<file path="src/core/swa_defines.svh">
`ifndef SWA_DEFINES_SVH
`define SWA_DEFINES_SVH
// Register offsets (index = byte address on the plain port)
`define SWA_OFF_A1_SEC 6'h08
`define SWA_OFF_A1_MIN 6'h09
`define SWA_OFF_A1_HLO 6'h0a
`define SWA_OFF_A1_HMID 6'h0b
`define SWA_OFF_A1_HHI 6'h0c
`define SWA_OFF_A2_MIN 6'h0d
`define SWA_OFF_A2_HLO 6'h0e
`define SWA_OFF_A2_HHI 6'h0f
`define SWA_OFF_ENABLES 6'h10
`define SWA_OFF_IRQ_A_MASK 6'h29
`define SWA_OFF_IRQ_B_MASK 6'h2a
`define SWA_OFF_FLAGS 6'h2b
`define SWA_OFF_CTRL 6'h2e
// Enable register bit positions
`define SWA_BIT_A2_HHI 7
`define SWA_BIT_A2_HLO 6
`define SWA_BIT_A2_MIN 5
`define SWA_BIT_A1_HHI 4
`define SWA_BIT_A1_HMID 3
`define SWA_BIT_A1_HLO 2
`define SWA_BIT_A1_MIN 1
`define SWA_BIT_A1_SEC 0
// Interrupt mask bits, flags bits, control bits
`define SWA_BIT_IE_A1 0
`define SWA_BIT_IE_A2 1
`define SWA_BIT_FLAG_A1 0
`define SWA_BIT_FLAG_A2 1
`define SWA_BIT_CTRL_MODE 0
`define SWA_BIT_CTRL_PULSE 1
// Reset values
`define SWA_RST_BYTE 8'h00
`define SWA_RST_ENABLES 8'h00
`endif

</file>
<file path="src/core/swa_pkg.sv">
package swa_pkg;
   // Running elapsed-time counter, BCD
   typedef struct packed {
      logic [7:0] hhi;
      logic [7:0] hmid;
      logic [7:0] hlo;
      logic [1:0] spare;
      logic [6:0] min;
      logic [6:0] sec;
   } swa_time_t;
   // Host register port request
   typedef struct packed {
      logic [5:0] addr;
      logic [7:0] wdata;
      logic wr;
      logic rd;
   } swa_req_t;
   typedef enum logic [0:0] {
      SWA_IDLE,
      SWA_ARMED
   } swa_state_t;
endpackage
</file>
<file path="src/core/swa_alarm.sv">
// The strobed register port was chosen for this implementation.
`timescale 1ns/1ps
`include "swa_defines.svh"
module swa_alarm (
   // Clock and reset
   input wire logic MCLK,
   input wire logic SRST,
   // Register port
   input wire logic [5:0] ADDR,
   input wire logic [7:0] WDATA,
   input wire logic WR,
   input wire logic RD,
   output logic [7:0] RDATA,
   // Elapsed-time counter and its increment strobe, same clock
   input wire logic [39:0] TIME_NOW,
   input wire logic TIME_TICK,
   // Active-low interrupt pins
   output logic IRQ_OUT_A_N,
   output logic IRQ_OUT_B_N
);
   swa_pkg::swa_req_t req;
   swa_pkg::swa_time_t now;
   assign req = '{addr: ADDR, wdata: WDATA, wr: WR, rd: RD};
   assign now = swa_pkg::swa_time_t'(TIME_NOW);

   // BCD byte compare; the unimplemented bit 7 is never compared
   function automatic logic eq7(input logic [7:0] a, input logic [6:0] b);
      eq7 = (a[6:0] == b);
   endfunction

   // BCD hour pair compare; both digits take part
   // All eight bits are digits here, nothing is masked off
   function automatic logic eq8(input logic [7:0] a, input logic [7:0] b);
      eq8 = (a == b);
   endfunction

   // Write strobe aimed at one offset
   // Keeps single-register decodes in one place
   function automatic logic wr_at(input swa_pkg::swa_req_t r, input logic [5:0] a);
      wr_at = r.wr && (r.addr == a);
   endfunction

   // Alarm one compare values
   // Seconds, minutes and three hour pairs
   logic [7:0] a1_sec_r;
   logic [7:0] a1_sec_nxt;
   logic [7:0] a1_min_r;
   logic [7:0] a1_min_nxt;
   logic [7:0] a1_hlo_r;
   logic [7:0] a1_hlo_nxt;
   logic [7:0] a1_hmid_r;
   logic [7:0] a1_hmid_nxt;
   logic [7:0] a1_hhi_r;
   logic [7:0] a1_hhi_nxt;
   // Alarm two compare values
   // Minutes and two hour pairs
   logic [7:0] a2_min_r;
   logic [7:0] a2_min_nxt;
   logic [7:0] a2_hlo_r;
   logic [7:0] a2_hlo_nxt;
   logic [7:0] a2_hhi_r;
   logic [7:0] a2_hhi_nxt;
   // Field enables and the two pin masks
   // All of them clear at reset
   logic [7:0] en_r;
   logic [7:0] en_nxt;
   logic [7:0] mask_a_r;
   logic [7:0] mask_a_nxt;
   logic [7:0] mask_b_r;
   logic [7:0] mask_b_nxt;
   // Sticky flags and mode control
   // Flag bit 0 is alarm one, bit 1 alarm two
   logic [1:0] flag_r;
   logic [1:0] flag_nxt;
   logic [1:0] ctrl_r;
   logic [1:0] ctrl_nxt;
   // Registered read data
   // Zero whenever no read was asked for
   logic [7:0] rdata_r;
   logic [7:0] rdata_nxt;
   // Registered pins, low while asserted
   // Idle high out of reset
   logic irq_a_n_r;
   logic irq_a_n_nxt;
   logic irq_b_n_r;
   logic irq_b_n_nxt;
   // Match detectors, one per alarm
   // Armed while the counter keeps matching
   swa_pkg::swa_state_t a1_st_r;
   swa_pkg::swa_state_t a1_st_nxt;
   swa_pkg::swa_state_t a2_st_r;
   swa_pkg::swa_state_t a2_st_nxt;
   // Combinational match terms
   // Match level, new hit and any-field-enabled per alarm
   logic m1;
   logic m2;
   logic hit1;
   logic hit2;
   logic any1;
   logic any2;

   // Alarm one compare; only enabled fields take part
   // Mode zero keeps both alarms quiet, the calendar layout is not built
   // An alarm with no field enabled would match always, so it is held off
   always_comb begin
      any1 = |en_r[`SWA_BIT_A1_HHI:`SWA_BIT_A1_SEC];
      m1 = any1 && ctrl_r[`SWA_BIT_CTRL_MODE];
      if (en_r[`SWA_BIT_A1_SEC] && !eq7(a1_sec_r, now.sec)) m1 = 1'b0;
      if (en_r[`SWA_BIT_A1_MIN] && !eq7(a1_min_r, now.min)) m1 = 1'b0;
      if (en_r[`SWA_BIT_A1_HLO] && !eq8(a1_hlo_r, now.hlo)) m1 = 1'b0;
      if (en_r[`SWA_BIT_A1_HMID] && !eq8(a1_hmid_r, now.hmid)) m1 = 1'b0;
      if (en_r[`SWA_BIT_A1_HHI] && !eq8(a1_hhi_r, now.hhi)) m1 = 1'b0;
   end

   // Alarm two compare; minutes and hour pairs only
   // It has no seconds field, so it hits at most once per matching minute unless a host write re-arms it
   always_comb begin
      any2 = |en_r[`SWA_BIT_A2_HHI:`SWA_BIT_A2_MIN];
      m2 = any2 && ctrl_r[`SWA_BIT_CTRL_MODE];
      if (en_r[`SWA_BIT_A2_MIN] && !eq7(a2_min_r, now.min)) m2 = 1'b0;
      if (en_r[`SWA_BIT_A2_HLO] && !eq8(a2_hlo_r, now.hlo)) m2 = 1'b0;
      if (en_r[`SWA_BIT_A2_HHI] && !eq8(a2_hhi_r, now.hhi)) m2 = 1'b0;
   end

   // Transition into match, evaluated only on a counter increment
   always_comb begin
      a1_st_nxt = a1_st_r;
      a2_st_nxt = a2_st_r;
      hit1 = 1'b0;
      hit2 = 1'b0;
      if (TIME_TICK) begin
         hit1 = m1 && (a1_st_r == swa_pkg::SWA_IDLE);
         hit2 = m2 && (a2_st_r == swa_pkg::SWA_IDLE);
         a1_st_nxt = m1 ? swa_pkg::SWA_ARMED : swa_pkg::SWA_IDLE;
         a2_st_nxt = m2 ? swa_pkg::SWA_ARMED : swa_pkg::SWA_IDLE;
      end
      // Any host write re-arms so a fresh setting can hit
      if (req.wr) begin
         a1_st_nxt = swa_pkg::SWA_IDLE;
         a2_st_nxt = swa_pkg::SWA_IDLE;
      end
   end

   // Alarm one values; bit 7 of seconds and minutes is dropped
   // Reads then show zero there, so software sees what is compared
   always_comb begin
      a1_sec_nxt = a1_sec_r;
      a1_min_nxt = a1_min_r;
      a1_hlo_nxt = a1_hlo_r;
      a1_hmid_nxt = a1_hmid_r;
      a1_hhi_nxt = a1_hhi_r;
      if (req.wr) begin
         case (req.addr)
            `SWA_OFF_A1_SEC: a1_sec_nxt = {1'b0, req.wdata[6:0]};
            `SWA_OFF_A1_MIN: a1_min_nxt = {1'b0, req.wdata[6:0]};
            `SWA_OFF_A1_HLO: a1_hlo_nxt = req.wdata;
            `SWA_OFF_A1_HMID: a1_hmid_nxt = req.wdata;
            `SWA_OFF_A1_HHI: a1_hhi_nxt = req.wdata;
            default: ;
         endcase
      end
   end

   // Alarm two values
   // Minutes and the two hour pairs only; there is no seconds byte
   always_comb begin
      a2_min_nxt = a2_min_r;
      a2_hlo_nxt = a2_hlo_r;
      a2_hhi_nxt = a2_hhi_r;
      if (req.wr) begin
         case (req.addr)
            `SWA_OFF_A2_MIN: a2_min_nxt = {1'b0, req.wdata[6:0]};
            `SWA_OFF_A2_HLO: a2_hlo_nxt = req.wdata;
            `SWA_OFF_A2_HHI: a2_hhi_nxt = req.wdata;
            default: ;
         endcase
      end
   end

   // Field enables and pin masks
   // Masks keep only the two alarm bits; the rest read back zero
   always_comb begin
      en_nxt = en_r;
      mask_a_nxt = mask_a_r;
      mask_b_nxt = mask_b_r;
      if (req.wr) begin
         case (req.addr)
            `SWA_OFF_ENABLES: en_nxt = req.wdata;
            `SWA_OFF_IRQ_A_MASK: mask_a_nxt = {6'h00, req.wdata[1:0]};
            `SWA_OFF_IRQ_B_MASK: mask_b_nxt = {6'h00, req.wdata[1:0]};
            default: ;
         endcase
      end
   end

   // Mode select and pin style
   // A mode change is seen by the compare from the next cycle on
   always_comb begin
      ctrl_nxt = ctrl_r;
      if (wr_at(req, `SWA_OFF_CTRL)) begin
         ctrl_nxt = req.wdata[1:0];
      end
   end

   // Sticky flags, write one to clear
   // A hit in the same cycle as a clear wins, so no match is lost
   always_comb begin
      flag_nxt = flag_r;
      if (wr_at(req, `SWA_OFF_FLAGS)) begin
         flag_nxt = flag_r & ~req.wdata[1:0];
      end
      if (hit1) flag_nxt[`SWA_BIT_FLAG_A1] = 1'b1;
      if (hit2) flag_nxt[`SWA_BIT_FLAG_A2] = 1'b1;
   end

   // Read mux, data valid in the cycle after the strobe
   always_comb begin
      rdata_nxt = 8'h00;
      if (req.rd) begin
         case (req.addr)
            `SWA_OFF_A1_SEC: rdata_nxt = a1_sec_r;
            `SWA_OFF_A1_MIN: rdata_nxt = a1_min_r;
            `SWA_OFF_A1_HLO: rdata_nxt = a1_hlo_r;
            `SWA_OFF_A1_HMID: rdata_nxt = a1_hmid_r;
            `SWA_OFF_A1_HHI: rdata_nxt = a1_hhi_r;
            `SWA_OFF_A2_MIN: rdata_nxt = a2_min_r;
            `SWA_OFF_A2_HLO: rdata_nxt = a2_hlo_r;
            `SWA_OFF_A2_HHI: rdata_nxt = a2_hhi_r;
            `SWA_OFF_ENABLES: rdata_nxt = en_r;
            `SWA_OFF_IRQ_A_MASK: rdata_nxt = mask_a_r;
            `SWA_OFF_IRQ_B_MASK: rdata_nxt = mask_b_r;
            `SWA_OFF_FLAGS: rdata_nxt = {6'h00, flag_r};
            `SWA_OFF_CTRL: rdata_nxt = {6'h00, ctrl_r};
            default: rdata_nxt = 8'h00;
         endcase
      end
   end

   // Interrupt pins; level mode follows flags, pulse mode lasts one cycle per hit
   always_comb begin
      if (ctrl_r[`SWA_BIT_CTRL_PULSE]) begin
         irq_a_n_nxt = !((hit1 && mask_a_r[`SWA_BIT_IE_A1]) || (hit2 && mask_a_r[`SWA_BIT_IE_A2]));
         irq_b_n_nxt = !((hit1 && mask_b_r[`SWA_BIT_IE_A1]) || (hit2 && mask_b_r[`SWA_BIT_IE_A2]));
      end else begin
         irq_a_n_nxt = !(|(flag_nxt & mask_a_r[1:0]));
         irq_b_n_nxt = !(|(flag_nxt & mask_b_r[1:0]));
      end
   end

   // Alarm one registers
   // Cleared at reset, though only enabled fields ever matter
   always_ff @(posedge MCLK) begin
      if (SRST) begin
         a1_sec_r <= `SWA_RST_BYTE;
         a1_min_r <= `SWA_RST_BYTE;
         a1_hlo_r <= `SWA_RST_BYTE;
         a1_hmid_r <= `SWA_RST_BYTE;
         a1_hhi_r <= `SWA_RST_BYTE;
      end else begin
         a1_sec_r <= a1_sec_nxt;
         a1_min_r <= a1_min_nxt;
         a1_hlo_r <= a1_hlo_nxt;
         a1_hmid_r <= a1_hmid_nxt;
         a1_hhi_r <= a1_hhi_nxt;
      end
   end

   // Alarm two registers
   // Same reset policy as alarm one
   always_ff @(posedge MCLK) begin
      if (SRST) begin
         a2_min_r <= `SWA_RST_BYTE;
         a2_hlo_r <= `SWA_RST_BYTE;
         a2_hhi_r <= `SWA_RST_BYTE;
      end else begin
         a2_min_r <= a2_min_nxt;
         a2_hlo_r <= a2_hlo_nxt;
         a2_hhi_r <= a2_hhi_nxt;
      end
   end

   // Enable and mask registers
   // Everything off after reset, so no alarm can fire by accident
   always_ff @(posedge MCLK) begin
      if (SRST) begin
         en_r <= `SWA_RST_ENABLES;
         mask_a_r <= `SWA_RST_BYTE;
         mask_b_r <= `SWA_RST_BYTE;
      end else begin
         en_r <= en_nxt;
         mask_a_r <= mask_a_nxt;
         mask_b_r <= mask_b_nxt;
      end
   end

   // Control register
   // Reset leaves the compare off and the pins in level style
   always_ff @(posedge MCLK) begin
      if (SRST) begin
         ctrl_r <= 2'b00;
      end else begin
         ctrl_r <= ctrl_nxt;
      end
   end

   // Flag register
   // Only a host write clears it outside reset
   always_ff @(posedge MCLK) begin
      if (SRST) begin
         flag_r <= 2'b00;
      end else begin
         flag_r <= flag_nxt;
      end
   end

   // Read data register
   // Registered so the port output comes straight from a flip-flop
   // The cost is one cycle of read latency, which the host expects
   always_ff @(posedge MCLK) begin
      if (SRST) begin
         rdata_r <= `SWA_RST_BYTE;
      end else begin
         rdata_r <= rdata_nxt;
      end
   end

   // Interrupt pin registers
   // Registered pins cannot glitch while the compare settles
   // The price is one cycle between the tick and the pin
   always_ff @(posedge MCLK) begin
      if (SRST) begin
         irq_a_n_r <= 1'b1;
         irq_b_n_r <= 1'b1;
      end else begin
         irq_a_n_r <= irq_a_n_nxt;
         irq_b_n_r <= irq_b_n_nxt;
      end
   end

   // Match detector state
   // Idle after reset, so a value matching at once still counts
   always_ff @(posedge MCLK) begin
      if (SRST) begin
         a1_st_r <= swa_pkg::SWA_IDLE;
         a2_st_r <= swa_pkg::SWA_IDLE;
      end else begin
         a1_st_r <= a1_st_nxt;
         a2_st_r <= a2_st_nxt;
      end
   end

   assign RDATA = rdata_r;
   assign IRQ_OUT_A_N = irq_a_n_r;
   assign IRQ_OUT_B_N = irq_b_n_r;
endmodule

</file>
<file path="config.mk">
export PLATFORM = sky130hd
export DESIGN_NAME = swa_alarm
export DESIGN_NICKNAME = d
export VERILOG_FILES = /design/src/core/swa_pkg.sv /design/src/core/swa_alarm.sv
export VERILOG_INCLUDE_DIRS = /design/src /design/src/core
export SDC_FILE = /design/constraint.sdc
export NUM_CORES = 1
export LEC_CHECK = 0
export BUFFER_PORTS_ARGS = -buffer_cell sky130_fd_sc_hd__buf_2
export CORE_MARGIN = 2
export CORE_UTILIZATION = 35
export DETAILED_ROUTE_END_ITERATION = 8
export MAX_ROUTING_LAYER = met4
export PLACE_DENSITY = 0.53
export SETUP_SLACK_MARGIN = 0.2
export SYNTH_ARGS = -nofsm -noshare
export SYNTH_HDL_FRONTEND = slang
export SYNTH_SLANG_ARGS = --single-unit
</file>
<file path="constraint.sdc">
create_clock -name MCLK -period 4.6 [get_ports MCLK]
set_clock_uncertainty 0.15 [all_clocks]
set_input_delay 0.46 -clock MCLK [delete_from_list [all_inputs] [get_ports MCLK]]
set_output_delay 0.46 -clock MCLK [all_outputs]
set_load 0.01 [all_outputs]
</file>
**Word level (Yosys, flattened, before mapping)**

Cells that the tools add are included.
W data, S select, Z words.

- Flip-flop bits (word level): 89
- Input port bits: 59
- Logic and storage cells: 113
- Output and inout bits: 10

- Bitwise gates (word level): 7
- Reductions and logical operators: 49
- Mux-type cells: 18
- Eq/ne operators: 21

Operators by type and width:

| operator | number |
|---|---|
| $pmux W8 S13 | 1 |
| $eq A6 B4 Y1 const B | 8 |
| $eq A8 B8 Y1 | 5 |
| $eq A6 B6 Y1 const B | 4 |
| $reduce_and A2 Y1 | 11 |
| $eq A7 B7 Y1 | 3 |
| $logic_and A1 B1 Y1 | 18 |
| $mux W1 | 16 |
| $logic_not A1 Y1 | 12 |
| $reduce_or A2 Y1 | 4 |
| $and A2 B2 Y2 | 3 |
| $eq A6 B5 Y1 const B | 1 |
| $reduce_or A5 Y1 | 1 |
| $not A1 Y1 | 3 |
| $reduce_or A3 Y1 | 1 |
| $logic_or A1 B1 Y1 | 2 |
| $mux W2 | 1 |
| $not A2 Y2 | 1 |

**Logic depth before layout (Yosys ltp)**

- Word-level depth: 15
- Depth in mapped cells: 8
- Mapped depth without buffers: 6

**Worst setup path before layout**

No wires, ideal clock.

- Kind: in2reg
- From: in ADDR[2]
- To: reg en_r[0]
- Setup slack: 2,558 ps
- Stages on the path: 7
- Data arrival time: 1,764 ps
- Buffers on the path: 2
- Setup time: 128 ps
- Required time: 4,322 ps
- Cell sequence: buf_6 or4b_4 nor3_4 buf_6 nand2_2 mux2i_1 nor2_1

- Cells in the longest elaborated chain, start to end: 2

RTL lines:

| element | RTL line | RTL |
|---|---|---|
| start, declared | swa_alarm.sv:9 | `input wire logic [5:0] ADDR,` |
| $eq A6 B5 Y1 | swa_alarm.sv:187 | `case (req.addr)` |
| $reduce_and A2 Y1 (no source line) | -- |  |
| end signal, assigned | swa_alarm.sv:286 | `` en_r <= `SWA_RST_ENABLES; `` |
| end signal, assigned | swa_alarm.sv:290 | `en_r <= en_nxt;` |
| end, declared | swa_alarm.sv:65 | `logic [7:0] en_r;` |

No other way between the ends.
A chain may end at the register's enable or synchronous reset.

**Worst setup path in the final report**

- From: in ADDR[2]
- To: reg a2_min_r[1]

- Cells in the longest elaborated chain, start to end: 2

RTL lines:

| element | RTL line | RTL |
|---|---|---|
| $eq A6 B4 Y1 | swa_alarm.sv:171 | `case (req.addr)` |
| $reduce_and A2 Y1 (no source line) | -- |  |
| end signal, assigned | swa_alarm.sv:272 | `` a2_min_r <= `SWA_RST_BYTE; `` |
| end signal, assigned | swa_alarm.sv:276 | `a2_min_r <= a2_min_nxt;` |
| end, declared | swa_alarm.sv:57 | `logic [7:0] a2_min_r;` |

No other way between the ends.

==> out/results.tsv <==
metric	value	unit
cp_max_fo	19	
cp-start-kind	input port	
timing.final.crit_share	57.34	%
postCtsHoldBufs	0	
cts_setup_buffers	0	
yosysWarnings	0	
r2r_end	IRQ_OUT_A_N	
critical_path_class	in2reg	
vias	3951	
htreeDepth	3	
r2r_slack	2340	ps
max-vdd-ir-drop	0.0001777	V
yosys.area_share.simple	18.35	%
status	finished, final reports clean	
place_congestion	0.8728	
rows	41	
dp_hpwl	9918	um
totalNegativeSetupSlack	0	ps
final_layout_size_suffix_gt1_share	18.39	%
netlist_top_cells_count	dfxtp_1 (89), nor2_1 (59), mux2i_1 (54)	
grt_pass1_vias	3882	
ios	69	
synth-compound-area-share	12.45	%
synth_area	4582	um2
slew_headroom	40.90	%
power_frac_comb	7.7	%
rsz0062_at_grt	false	
ff2ff_path_depth	6	
synth_top_area_share	38.89	%
synthTopCellsByArea	dfxtp_1 (39%), mux2i_1 (12%), xnor2_1 (9.9%)	
syn_nets	572	
dr.pass1.iters	5	
synth_cell_types	47	
die_y	118.4	um
crit_arrival	2690	ps
ant_nets	0	
holdWs	305.9	ps
n_antenna_cell	0	
finalPower	1.701	mW
viasPerCell	5.398	
clkPwrFrac	46.7	%
r2r_start	a1_sec_r[3]	
initialDrtViolationCount	279	
antenna_found_initial	0	
p_int	1.311	mW
fin_crit	2637	ps
synth.area.mux_share	14.75	%
grt_pass1_wl	21670	um
ys_dominant_reg_cell	dfxtp_1	
cts_tree	done	
worstHoldPathType	in2reg	
grtUsageTotal	20.75	%
ys_async_sr_fraction	0	%
ys_seq_area_share	38.89	%
synth.avg_cell_area	8.932	um2
wl	13940	um
yosysMostFrequentCell	dfxtp_1	
die_w	118.4	um
cap_violations	0	
synthToLayoutAreaGrowth	15.59	%
synth_edf_count	0	
p_sw	389.1	uW
port_buffers	66	
path_clk_slew	60	ps
p_leak	2.191	nW
p_sw_share	22.88	%
fill_cells	1299	
final_nets	614	
ys_ff_latch	89	
syn-instance-count	513	
cts_made_buffers	9	
grt-ovfl-total	0	
cp_data_required_time	4650	ps
tightest_slew	883.2	ps
ctsRootBufferMaster	clkbuf_16	
postCtsResizedCells	0	
clock-sinks	89	
synth_top_family_by_area	simple AND/OR/NAND/NOR gates	
drc	0	
post_drt_wl_per_cell	19.05	um
p_per_area	321.1	nW/um2
dieArea	14020	um2
start_util	36.01	%
synth_largest_area_cell	dfxtp_1	
slew_viol_final	0	
core	12720	um2
setup_violations	0	
clk_latency	350	ps
hold_violations	0	
critPathLaunch	ADDR[2]	
clockBufferDepth	2	
synthAdderAreaFrac	0	%
grt_max_degree	81	
max_freq	379.2	MHz
worst_setup_path_end_kind	register	
seqPwrFrac	45.6	%
crit_path_end	a2_min_r[1]	
yosys.area_share.xor_xnor	11.66	%
worst min-delay path by stage:
stage,from,end,slack (ps),cells after the start
2_1_floorplan,mask_b_r[0],IRQ_OUT_B_N,300,1
3_3_place_gp,a2_st_r,a2_st_r,320,2
3_5_place_dp,a2_hlo_r[5],a2_hlo_r[5],330,2
4_1_cts,WDATA[7],en_r[7],300,3
5_1_grt,WDATA[7],a2_hhi_r[7],310,3
6_report,WDATA[7],a2_hhi_r[7],310,3
placed cells by master (no fill, tap or decap), types with 3 or more instances in the layout:
cell | Yosys | routed
dfxtp_1 | 89 | 89
mux2_2 | 12 | 12
a21oi_1 | 35 | 35
nor2_1 | 59 | 59
nand2_1 | 46 | 46
inv_1 | 5 | 5
a32o_1 | 3 | 3
o21ai_0 | 6 | 6
mux2i_1 | 54 | 54
nand3_1 | 25 | 25
buf_2 | 8 | 66
a22oi_1 | 16 | 16
o41ai_1 | 3 | 3
a221oi_1 | 5 | 5
a31oi_1 | 7 | 7
clkbuf_16 | 0 | 9
nand4_1 | 15 | 15
xnor2_1 | 52 | 52
xor2_1 | 9 | 9
logic make-up after synthesis:
| family | count (synthesis) |
|---|---|
| AO/OA/AOI/OAI | 87 |
| AND/OR/NAND/NOR | 169 |
| multiplexers | 66 |
| buffers and inverters | 41 |
| flip-flops | 89 |
| XOR/XNOR | 61 |
sequential cells by signal, indices dropped and copies added (netlist names):
signal       count
RDATA            8
a1_hhi_r         8
a1_hlo_r         8
a1_hmid_r        8
a2_hhi_r         8
a2_hlo_r         8
en_r             8
a1_min_r         7
a1_sec_r         7
a2_min_r         7
ctrl_r           2
flag_r           2
mask_a_r         2
mask_b_r         2
IRQ_OUT_A_N      1
IRQ_OUT_B_N      1
a1_st_r          1
a2_st_r          1
area by class of cell:
class                   count  area (um2)  share of cell area (%)
flip-flops and latches     89        1782                   33.64
repair buffers             67       337.8                   6.378
well taps                 172       215.2                   4.063
multi-input cells         383        2621                   49.49
clock buffers              11       242.7                   4.583
inverters                   5       18.77                  0.3544
clock inverters             5       78.83                   1.488
power groups by stage:
stage               registers [mW]  clock network (mW)  logic (mW)
CTS                          0.776               0.811       0.131
finish                       0.776               0.794       0.131
global placement             0.793                   0       0.129
detailed placement           0.794                   0       0.130
global route                 0.776               0.839       0.141
floorplan                    0.792                   0      0.0752
through the flow:
stage          worst slack, ps  cells  utilization [%]  area (um2)
5_1_grt                   1803    732            41.63        5296
3_5_place_dp              1576    716            39.10        4975
4_1_cts                   1994    732            41.63        5296
6_report                  1963    732            41.63        5296
2_1_floorplan             2558    513                -        4582
3_3_place_gp              1670    716            39.10        4975
worst max-delay path: stages:
cell      delay, ps
buf_2           420
and4bb_2        330
nand2_1          60
nor2_1          680
nand2_1         420
mux2i_1         250
nor2_1           50
per-layer routing:
layer / up-vias / global-route usage (%) / routed length [um]
met5: - / - / 0
met4: 0 / 6.622 / 246
met3: 24 / 4.537 / 702
met2: 125 / 32.95 / 6660
met1: 1901 / 26.33 / 6333
li1: 1901 / - / -
Power figures use the tool's default switching activity.
